<file path="src/asr_regs.svh">
`ifndef ASR_REGS_SVH
`define ASR_REGS_SVH

// register offsets on the management port
`define ASR_TRIP_FLAGS_OFS 8'h26
`define ASR_ROUTE_MASK_OFS 8'h27

// register width
`define ASR_REG_W 24

// field positions, channel 1 at the high end of each group of four
`define ASR_OC_HI 23
`define ASR_OC_LO 20
`define ASR_UC_HI 19
`define ASR_UC_LO 16
`define ASR_OV_HI 15
`define ASR_OV_LO 12
`define ASR_UV_HI 11
`define ASR_UV_LO 8
`define ASR_OP_HI 7
`define ASR_OP_LO 4
`define ASR_ACCUM_OVERFLOW_FLAG_BIT 3
`define ASR_CNT_OVF_BIT 2
`define ASR_CONV_DONE_BIT 1

// reset values
`define ASR_TRIP_FLAGS_RST 24'h000000
`define ASR_ROUTE_MASK_RST 24'h000000

// implemented bits of each register
`define ASR_TRIP_FLAGS_IMPL 24'hfffffc
`define ASR_ROUTE_MASK_IMPL 24'hfffffe

`endif

</file>
<file path="src/asr_pkg.sv">
package asr_pkg;

  typedef logic [23:0] asr_word_t;
  typedef logic [7:0] asr_addr_t;
  typedef logic [3:0] asr_chan_t;

  // clear sequencing: a status read arms, the next conversion completion clears
  typedef enum logic [0:0] {
    ASR_CLR_IDLE,
    ASR_CLR_ARMED
  } asr_clr_state_t;

endpackage

</file>
<file path="src/asr_trip_flags.sv">
`timescale 1ns/10ps
`include "asr_regs.svh"

module asr_trip_flags #(
  parameter int WIDTH = 24
) (
  input wire logic clock_i,              // system clock
  input wire logic rst_i,                // async reset, active high
  input wire logic [WIDTH-1:0] set_i,    // live trip conditions, level
  input wire logic [WIDTH-1:0] clr_i,    // one-cycle clear strobe per bit
  output logic [WIDTH-1:0] flags_o       // sticky flags
);
  import asr_pkg::*;

  logic [WIDTH-1:0] next_flags;

  // a condition present in the clearing cycle keeps its flag
  always_comb begin
    next_flags = (flags_o & ~clr_i) | set_i;
  end

  always_ff @(posedge clock_i or posedge rst_i) begin
    if (rst_i) begin
      flags_o <= WIDTH'(`ASR_TRIP_FLAGS_RST);
    end else begin
      flags_o <= next_flags;
    end
  end

endmodule // asr_trip_flags

</file>
<file path="src/asr_pin_route.sv">
`timescale 1ns/10ps
`include "asr_regs.svh"

module asr_pin_route (
  input wire logic clock_i,                  // system clock
  input wire logic rst_i,                    // async reset, active high
  input wire logic mask_wr_i,                // write strobe for route mask
  input wire asr_pkg::asr_word_t mask_wdata_i, // route mask write data
  input wire asr_pkg::asr_word_t sources_i,  // alert sources, register bit order
  input wire logic alert_function_sel_i,     // pin configured for alert function
  output asr_pkg::asr_word_t route_mask_o,   // first_pin_route_mask contents
  output logic first_alert_pin_o             // pin asserted, active high
);
  import asr_pkg::*;

  always_ff @(posedge clock_i or posedge rst_i) begin
    if (rst_i) begin
      route_mask_o <= `ASR_ROUTE_MASK_RST;
    end else if (mask_wr_i) begin
      route_mask_o <= mask_wdata_i & `ASR_ROUTE_MASK_IMPL;
    end
  end

  // when the pin serves its other function the mask has no say
  always_ff @(posedge clock_i or posedge rst_i) begin
    if (rst_i) begin
      first_alert_pin_o <= 1'b0;
    end else begin
      first_alert_pin_o <= alert_function_sel_i & (|(route_mask_o & sources_i));
    end
  end

endmodule // asr_pin_route

</file>
<file path="src/asr_top.sv">
`timescale 1ns/10ps
`include "asr_regs.svh"

module asr_top (
  input wire logic clock_i,                        // system clock, 50 MHz
  input wire logic rst_i,                          // async reset, active high
  input wire asr_pkg::asr_addr_t reg_addr_i,       // register address
  input wire logic reg_wr_i,                       // write strobe, one cycle
  input wire logic reg_rd_i,                       // read strobe, one cycle
  input wire asr_pkg::asr_word_t reg_wdata_i,      // write data
  output asr_pkg::asr_word_t reg_rdata_o,          // read data
  output logic reg_rvalid_o,                       // read data valid, one cycle
  input wire asr_pkg::asr_chan_t chan_overcurrent_i,  // bit 3 = channel 1
  input wire asr_pkg::asr_chan_t chan_undercurrent_i, // bit 3 = channel 1
  input wire asr_pkg::asr_chan_t chan_overvoltage_i,  // bit 3 = channel 1
  input wire asr_pkg::asr_chan_t chan_undervoltage_i, // bit 3 = channel 1
  input wire asr_pkg::asr_chan_t chan_overpower_i,    // bit 3 = channel 1
  input wire logic accum_overflow_i,               // any accumulator overflow/limit
  input wire logic sample_counter_overflow_i,      // sample counter overflow/limit
  input wire logic conversion_done_i,              // conversion cycle complete, pulse
  input wire logic alert_function_sel_i,           // first pin set to alert function
  output logic first_alert_pin_o                   // first alert pin asserted
);
  import asr_pkg::*;

  asr_clr_state_t clr_state;
  asr_clr_state_t next_clr_state;
  asr_word_t trip_set;
  asr_word_t trip_clr;
  asr_word_t trip_flags;
  asr_word_t read_snapshot;
  asr_word_t route_mask;
  asr_word_t pin_sources;
  asr_word_t next_rdata;
  logic status_rd;
  logic route_wr;
  logic clear_now;

  function automatic logic addr_hit(input asr_addr_t addr, input asr_addr_t ofs);
    addr_hit = (addr == ofs);
  endfunction

  // lay the live conditions out in register bit order
  function automatic asr_word_t pack_conditions(
    input asr_chan_t oc,
    input asr_chan_t uc,
    input asr_chan_t ov,
    input asr_chan_t uv,
    input asr_chan_t op,
    input logic acc,
    input logic cnt,
    input logic done
  );
    asr_word_t w;
    w = '0;
    w[`ASR_OC_HI:`ASR_OC_LO] = oc;
    w[`ASR_UC_HI:`ASR_UC_LO] = uc;
    w[`ASR_OV_HI:`ASR_OV_LO] = ov;
    w[`ASR_UV_HI:`ASR_UV_LO] = uv;
    w[`ASR_OP_HI:`ASR_OP_LO] = op;
    w[`ASR_ACCUM_OVERFLOW_FLAG_BIT] = acc;
    w[`ASR_CNT_OVF_BIT] = cnt;
    w[`ASR_CONV_DONE_BIT] = done;
    pack_conditions = w;
  endfunction

  // status readout built field by field; the two low bits carry no function
  function automatic asr_word_t status_view(input asr_word_t flags);
    asr_word_t w;
    w = '0;
    w[`ASR_OC_HI:`ASR_OC_LO] = flags[`ASR_OC_HI:`ASR_OC_LO];
    w[`ASR_UC_HI:`ASR_UC_LO] = flags[`ASR_UC_HI:`ASR_UC_LO];
    w[`ASR_OV_HI:`ASR_OV_LO] = flags[`ASR_OV_HI:`ASR_OV_LO];
    w[`ASR_UV_HI:`ASR_UV_LO] = flags[`ASR_UV_HI:`ASR_UV_LO];
    w[`ASR_OP_HI:`ASR_OP_LO] = flags[`ASR_OP_HI:`ASR_OP_LO];
    w[`ASR_ACCUM_OVERFLOW_FLAG_BIT] = flags[`ASR_ACCUM_OVERFLOW_FLAG_BIT];
    w[`ASR_CNT_OVF_BIT] = flags[`ASR_CNT_OVF_BIT];
    status_view = w & `ASR_TRIP_FLAGS_IMPL;
  endfunction

  // sources the route mask may select, in mask bit order; bit 0 has no source
  function automatic asr_word_t route_view(input asr_word_t bits);
    asr_word_t w;
    w = '0;
    w[`ASR_OC_HI:`ASR_UC_LO] = bits[`ASR_OC_HI:`ASR_UC_LO];
    w[`ASR_OV_HI:`ASR_UV_LO] = bits[`ASR_OV_HI:`ASR_UV_LO];
    w[`ASR_OP_HI:`ASR_OP_LO] = bits[`ASR_OP_HI:`ASR_OP_LO];
    w[`ASR_ACCUM_OVERFLOW_FLAG_BIT] = bits[`ASR_ACCUM_OVERFLOW_FLAG_BIT];
    w[`ASR_CNT_OVF_BIT] = bits[`ASR_CNT_OVF_BIT];
    w[`ASR_CONV_DONE_BIT] = bits[`ASR_CONV_DONE_BIT];
    route_view = w & `ASR_ROUTE_MASK_IMPL;
  endfunction

  assign status_rd = reg_rd_i & addr_hit(reg_addr_i, `ASR_TRIP_FLAGS_OFS);
  assign route_wr = reg_wr_i & addr_hit(reg_addr_i, `ASR_ROUTE_MASK_OFS);

  // bit 1 of the flag store holds the conversion-done source for the pin only
  assign trip_set = pack_conditions(chan_overcurrent_i, chan_undercurrent_i,
                                    chan_overvoltage_i, chan_undervoltage_i,
                                    chan_overpower_i, accum_overflow_i,
                                    sample_counter_overflow_i, conversion_done_i);

  // clear sequencing
  always_comb begin
    next_clr_state = clr_state;
    case (clr_state)
      ASR_CLR_IDLE: begin
        if (status_rd) begin
          next_clr_state = ASR_CLR_ARMED;
        end
      end
      ASR_CLR_ARMED: begin
        if (conversion_done_i && !status_rd) begin
          next_clr_state = ASR_CLR_IDLE;
        end
      end
      default: begin
        next_clr_state = ASR_CLR_IDLE;
      end
    endcase
  end

  always_ff @(posedge clock_i or posedge rst_i) begin
    if (rst_i) begin
      clr_state <= ASR_CLR_IDLE;
    end else begin
      clr_state <= next_clr_state;
    end
  end

  // a completed conversion while armed releases the flags in the snapshot
  assign clear_now = (clr_state == ASR_CLR_ARMED) && conversion_done_i;

  // besides bit 1, only flags the host has actually seen are cleared; later trips survive
  always_ff @(posedge clock_i or posedge rst_i) begin
    if (rst_i) begin
      read_snapshot <= '0;
    end else if (status_rd) begin
      read_snapshot <= status_view(trip_flags);
    end else if (clear_now) begin
      read_snapshot <= '0;
    end
  end

  always_comb begin
    trip_clr = '0;
    if (clear_now) begin
      trip_clr = read_snapshot;
    end
    // conversion-done source drops on any status read
    trip_clr[`ASR_CONV_DONE_BIT] = status_rd;
  end

  asr_trip_flags #(
    .WIDTH(`ASR_REG_W)
  ) u_flags (
    .clock_i(clock_i),
    .rst_i(rst_i),
    .set_i(trip_set),
    .clr_i(trip_clr),
    .flags_o(trip_flags)
  );

  assign pin_sources = route_view(trip_flags);

  asr_pin_route u_route (
    .clock_i(clock_i),
    .rst_i(rst_i),
    .mask_wr_i(route_wr),
    .mask_wdata_i(reg_wdata_i),
    .sources_i(pin_sources),
    .alert_function_sel_i(alert_function_sel_i),
    .route_mask_o(route_mask),
    .first_alert_pin_o(first_alert_pin_o)
  );

  // read mux; unmapped addresses read zero, status writes are ignored
  always_comb begin
    next_rdata = '0;
    if (addr_hit(reg_addr_i, `ASR_TRIP_FLAGS_OFS)) begin
      next_rdata = status_view(trip_flags);
    end else if (addr_hit(reg_addr_i, `ASR_ROUTE_MASK_OFS)) begin
      next_rdata = route_view(route_mask);
    end
  end

  always_ff @(posedge clock_i or posedge rst_i) begin
    if (rst_i) begin
      reg_rdata_o <= '0;
    end else if (reg_rd_i) begin
      reg_rdata_o <= next_rdata;
    end
  end

  always_ff @(posedge clock_i or posedge rst_i) begin
    if (rst_i) begin
      reg_rvalid_o <= 1'b0;
    end else begin
      reg_rvalid_o <= reg_rd_i;
    end
  end

endmodule // asr_top

</file>
<file path="config.mk">
export PLATFORM = sky130hd
export DESIGN_NAME = asr_top
export DESIGN_NICKNAME = d
export VERILOG_FILES = /design/src/asr_pkg.sv /design/src/asr_trip_flags.sv /design/src/asr_pin_route.sv /design/src/asr_top.sv
export VERILOG_INCLUDE_DIRS = /design/src /design/src/src
export SDC_FILE = /design/constraint.sdc
export NUM_CORES = 1
export LEC_CHECK = 0
export BUFFER_PORTS_ARGS = -buffer_cell sky130_fd_sc_hd__buf_2
export CAP_MARGIN = 0
export CORE_MARGIN = 2
export CORE_UTILIZATION = 50
export DETAILED_ROUTE_END_ITERATION = 16
export PLACE_DENSITY = 0.82
export SYNTH_ARGS = -nofsm -noshare
export SYNTH_HDL_FRONTEND = slang
export SYNTH_SLANG_ARGS = --single-unit
</file>
<file path="constraint.sdc">
create_clock -name clock_i -period 3.6 [get_ports clock_i]
set_input_delay 0.18 -clock clock_i [delete_from_list [all_inputs] [get_ports clock_i]]
set_output_delay 0.18 -clock clock_i [all_outputs]
set_load 0.02 [all_outputs]
</file>
==> metrics.md, run 1 <==
| Metric | Value |
|---|---|
| Max cap viols | 0 |
| Core footprint | 7330 sq um |
| Setup crit end kind | register |
| # rows | 31 |
| Routed wire length per instance | 18.1 um |
| Via Count | 2634 |
| Die width | 91.3 um |
| Total CTS buffers | 9 |
| Mapped Area | 3810 sq um |
| Die ar. | 8330 sq um |
| Pleak | 2.42 nW |
| Share of the synthesized area in the top cell type | 61.8% |
| Via-to-Cell Ratio | 5.64 |
| Rel. slew slack | 30.4% |
| Maximum number of pins on one net before global-route repair | 58 |
| RSZ-0062 raised after global routing | false |
| Post-cts sizing count | 0 |
| Initial drt markers | 171 |
| Tot GR Track Use | 22.0% |
| Clk_lat worst skew | 0.35 ns |
| Worst Tran Pin Value | 1.04 ns |
| Critical Path Source Type | register |
| Antenna-violating nets left | 0 |
| Status | complete, but fails checks |
| H-tree levels | 3 |
| Final core occ | 61.8% |
| Violated checks | negative hold slack |
| Post-Syn Nets | 336 |
| Worst EP arrival | 2.17 ns |
| Residual DRC count | 0 |
| Die span in y | 91.3 um |
| Worst hold-check path type | input port to async pin |
| Final setup skew | 0.00544 ns |
| VDD IR max | 0.252 mV |
| Area leader, netlist | dfrtp_1 |
| CTS tree | yes |
| Fin Setup TNS | 0 ns |
| Setup Buffers After CTS | 0 |
| Switching Share | 23.3% |
| Synth Instances | 276 |
| Total wire length | 8.44 mm |
| Comb power frac | 7.4% |
| Clock Power Share | 33.8% |
| Fin. Hold Viols | 8 |
| Clock Pin Slew Worst Setup and Hold Paths | 0.09 ns |
| Drt first pass iters | 4 |
| Most common cell after layout, fill and taps aside | dfrtp_1 |
| DP HPWL | 5.56 mm |
| Seq/Total Area, Yosys | 61.8% |
| First-pass GRT wire length | 14.3 mm |
| Most frequent cells in the layout | 94 x dfrtp_1, 83 x buf_2, 46 x a22o_1 |
| IO Port Bufs | 83 |
| GP Congestion | 0.784 |
| Clock net sink count | 94 |
| Critical path fanouts, max | 23 |
| Starting Density | 52.0% |
| I/O pin count | 86 |
| Fin crit period | 1.89 ns |
| Antenna cells | 0 |
| Synth warn | 0 |
| Fin crit share | 52.4% |
| Switching power total | 0.443 mW |
| Antenna violations before repair | 0 |
| Fin. max-slew vios | 0 |
| Reg2Reg Setup Slack | 1.71 ns |
| Number of global-route vias before repair | 2785 |
| CP Class | register to register |
| Seq cells post-synth | 94 |
| Post-Synthesis Mean Instance Area | 13.8 sq um |
| Top post-synthesis cells by area | dfrtp_1 62%, a22o_1 11%, a21o_1 8.9% |
| GRT overflow | 0 |
| Layout Nets | 423 |
| Clk buf depth | 2 |
| CP Data Required Time | 3.89 ns |
| Final hold slack | -0.00715 ns |
| Share of cells above drive strength 1 | 34.8% |
| P_int | 1.45 mW |
| Layout area overhead | 18.9% |
| Endpoints failing setup | 0 |
| Root buffer cell | clkbuf_8 |
| Synth cell types | 26 |
| Sequential power share | 58.9% |
| Highest Clock Rate | 530 MHz |
| Pwr/cell area | 419 nW/um^2 |
[path summary, 6_finish.rpt]
kind | start | endpoint | cells past startpoint
min in group clock_i | chan_overcurrent_i[2] | u_flags.flags_o[22]$_DFF_PP0_ | 2
max in group asynchronous | rst_i | u_flags.flags_o[23]$_DFF_PP0_ | 3
worst max register to register | clr_state$_DFF_PP0_ | read_snapshot[15]$_DFFE_PP0P_ | 4
worst min register to register | u_flags.flags_o[1]$_DFF_PP0_ | u_flags.flags_o[1]$_DFF_PP0_ | 1
worst max-delay path | clr_state$_DFF_PP0_ | read_snapshot[15]$_DFFE_PP0P_ | 4
worst min-delay path | rst_i | u_route.route_mask_o[17]$_DFFE_PP0P_ | 2
[critical path: stages (launching register included)]
cell	delay, ns
dfrtp_1	0.38
and2_1	0.13
buf_4	0.22
nor2_2	0.82
a22o_1	0.25
[cell families after synthesis]
group	share of synthesized area [%]
multiplexers	8.77
other	0.0985
buffers and inverters	3.12
AND/OR/NAND/NOR	4.37
flip-flops	61.8
AO/OA/AOI/OAI	21.9
[power by group through the flow]
stage | Combinational (mW) | Clock (mW) | Sequential [mW]
global placement | 0.132 | 0 | 1.13
CTS | 0.142 | 0.652 | 1.12
global route | 0.157 | 0.699 | 1.12
detailed placement | 0.136 | 0 | 1.14
floorplan | 0.0748 | 0 | 1.13
finish | 0.140 | 0.641 | 1.12
[routing by layer]
metal / track usage, % / wire, um / vias to the layer above
met5: 0 / 0 / -
met4: 4.67 / 82 / 0
met2: 35.4 / 4050 / 88
li1: - / - / 1197
met3: 5.81 / 480 / 8
met1: 30.4 / 3830 / 1341
[through the flow]
stage	instances	setup WS, ns	hold slack, ns	area [sq um]	power (mW)
2_1_floorplan	276	0.971	0.211	3810	1.21
3_3_place_gp	443	1.41	0.326	4270	1.27
3_5_place_dp	443	1.35	0.331	4270	1.27
4_1_cts	466	1.72	0.0000549	4520	1.91
5_1_grt	467	1.60	0.000581	4530	1.98
6_report	467	1.71	-0.00715	4530	1.90
[final cells by class]
cell class | count | area, sq um
fill | 595 | 2800
sequential | 94 | 2350
multi-input combinational | 160 | 1340
timing repair buffer | 94 | 518
clock buffer | 13 | 159
tap | 99 | 124
clock inverter | 3 | 18.8
inverter | 4 | 16.3
[cell usage after synthesis, drive strengths merged]
cell / n
a21o: 45
nand4: 1
o21ai: 1
nor2: 1
and4b: 1
buf: 13
clkbuf: 5
nand2: 22
a221oi: 1
a22o: 46
o31a: 1
a22oi: 8
mux2: 23
dfrtp: 94
inv: 4
and2: 1
and3: 2
nor4b: 1
nor4bb: 1
nand3: 3
conb: 1
a222oi: 1
[timing repair]
| item | 4_1_cts | 5_1_grt |
|---|---|---|
| hold buffers | 7 | 1 |
| endpoints found under the setup margin | 0 | 0 |
| hold endpoints to repair | 7 | 1 |
[flip-flops by register name, indices dropped and copies added (netlist names)]
register	count
clr_state	1
reg_rdata_o	23
read_snapshot	22
u_route.first_alert_pin_o	1
u_route.route_mask_o	23
u_flags.flags_o	23
reg_rvalid_o	1
Note: power is estimated with default switching activity, not from simulation.
==> run 2, diff against run 1 <==
- clock period: 3.6 -> 1.95 ns (I/O delays scaled with it)
==> run 2 against run 1 <==
Compared with the run above: the run now ends clean; via count is 6.1% higher; worst setup slack worse by 1.5 ns; clock-buffer cell count is 1 lower; final area is 11% higher; routed wire length is 8.5% higher; cell count is 9.2% higher.
==> metrics.md, run 2 (synthesis results as in run 1) <==
| Metric | Value |
|---|---|
| Setup Buffers After CTS | 0 |
| CTS tree | yes |
| Worst EP arrival | 2.00 ns |
| Fin crit period | 1.71 ns |
| GRT overflow | 0 |
| Critical path fanouts, max | 22 |
| Tot GR Track Use | 23.4% |
| First-pass GRT wire length | 15.0 mm |
| Grt met1 use | 30.0% |
| Setup crit end kind | register |
| Rel. slew slack | 33.1% |
| IO Port Bufs | 83 |
| Top flop regs | reg_rdata_o (23), u_flags.flags_o (23), u_route.route_mask_o (23) |
| VDD IR max | 0.443 mV |
| Residual DRC count | 0 |
| Routed wire length per instance | 18.0 um |
| Worst hold-check path type | input port to async pin |
| Pleak | 2.61 nW |
| Fin Setup TNS | 0 ns |
| Clock net sink count | 94 |
| Initial drt markers | 179 |
| # rows | 31 |
| Via-to-Cell Ratio | 5.48 |
| GP Congestion | 0.747 |
| Clock Pin Slew Worst Setup and Hold Paths | 0.09 ns |
| Hold Buf Count CTS | 49 |
| Via Count | 2794 |
| Antenna cells | 0 |
| Die ar. | 8330 sq um |
| Setup ws final | 0.242 ns |
| CP Data Required Time | 2.24 ns |
| Final setup skew | 0.00733 ns |
| Core footprint | 7330 sq um |
| RSZ-0062 raised after global routing | false |
| Most frequent cells in the layout | 94 x dfrtp_1, 83 x buf_2, 49 x dlygate4sd3_1 |
| Antenna-violating nets left | 0 |
| Max cap viols | 0 |
| Fin. Hold Viols | 0 |
| Total power | 3.76 mW |
| Antenna violations before repair | 0 |
| CP peak stage delay | 0.78 ns |
| Number of global-route vias before repair | 2994 |
| DP HPWL | 5.50 mm |
| Total CTS buffers | 9 |
| Worst Tran Pin Value | 1.00 ns |
| Fin. max-slew vios | 0 |
| Family with the most delay on the worst path | simple AND/OR/NAND/NOR gates |
| Clk_lat worst skew | 0.35 ns |
| Layout Nets | 466 |
| Buf/Inv on CP | 2 |
| Post-cts sizing count | 0 |
| Critical Path Source Type | input port |
| I/O pin count | 86 |
| Cell with the largest stage delay on the worst path | nor2_2 |
| H-tree levels | 3 |
| Maximum number of pins on one net before global-route repair | 95 |
| Pwr/cell area | 751 nW/um^2 |
| Met2 Track Usage GR | 38.5% |
| Total wire length | 9.16 mm |
| Highest Clock Rate | 586 MHz |
| CP Class | input port to register |
| Share of cells above drive strength 1 | 32.1% |
| Placement Setup Slack | 0.293 ns |
| Die span in y | 91.3 um |
| Layout area overhead | 31.6% |
| Starting Density | 52.0% |
| Fin crit share | 87.6% |
| Die width | 91.3 um |
| GRT Max-Usage Layer | met2 |
| Most common cell after layout, fill and taps aside | dfrtp_1 |
| Drt first pass iters | 4 |
| Status | finished, final reports clean |
| Root buffer cell | clkbuf_8 |
| Endpoints failing setup | 0 |
| M3 GR Usage | 6.47% |
| Clk buf depth | 2 |
| Critical path cell sequence | dlygate4sd3_1 -> buf_2 -> and3_2 -> nor2_2 -> a22o_1 |
==> run 2: changes by cell type in the layout (fill, tap and decap cells not counted) <==
cell,change
buf_12,+1
buf_4,+1
bufinv_16,+1
clkbuf_1,-2
clkbuf_8,+1
clkinv_2,-3
clkinvlp_4,+3
dlygate4sd3_1,+41
==> run 2: path summary, 6_finish.rpt <==
check / cells past startpoint / startpoint / endpoint / slack [ns]
worst max-delay path: 5 / reg_rd_i / read_snapshot[17]$_DFFE_PP0P_ / 0.24
worst max register to register: 3 / clr_state$_DFF_PP0_ / read_snapshot[17]$_DFFE_PP0P_ / 0.34
max in group asynchronous: 4 / rst_i / u_flags.flags_o[4]$_DFF_PP0_ / 1.15
min in group clock_i: 2 / reg_rd_i / reg_rvalid_o$_DFF_PP0_ / 0.44
worst min register to register: 1 / u_flags.flags_o[1]$_DFF_PP0_ / u_flags.flags_o[1]$_DFF_PP0_ / 0.49
worst min-delay path: 4 / rst_i / reg_rdata_o[17]$_DFFE_PP0P_ / 0.41
==> run 2: area by class of cell <==
type	count	area, sq um
clock buffer	12	165
clock inverter	4	53.8
fill	528	2320
inverter	4	18.8
multi-input combinational	160	1340
sequential	94	2350
tap	99	124
timing repair buffer	137	956
==> run 2: through the flow <==
stage	hold WS (ns)	utilization, %	std cells	instance area, sq um
final	0.410	68.4	510	5010
after global routing	0.429	68.4	510	5010
after CTS	0.426	68.4	510	5010
after detailed placement	0.250	58.7	445	4300
after global placement	0.243	58.7	445	4300
after floorplan	0.129	-	276	3810
==> run 2: worst reg2reg max path: cells and delay by family (launching register included) <==
kind	cells	cell delay [ns]
DFF	1	0.38
AOI/OAI and AO/OA	1	0.25
and+or+nand+nor	2	0.92
==> run 2: routing by layer <==
| metal | share of wire [%] | vias to the layer above |
|---|---|---|
| met3 | 5.6 | 17 |
| li1 | - | 1279 |
| met5 | 0 | - |
| met1 | 42 | 1390 |
| met2 | 51 | 108 |
| met4 | 2.0 | 0 |
==> run 2: power breakdown <==
group	switching [mW]	leakage (nW)	internal, mW
Sequential	0.0478	1.18	2.01
Combinational	0.135	1.33	0.194
Clock	0.672	0.105	0.700
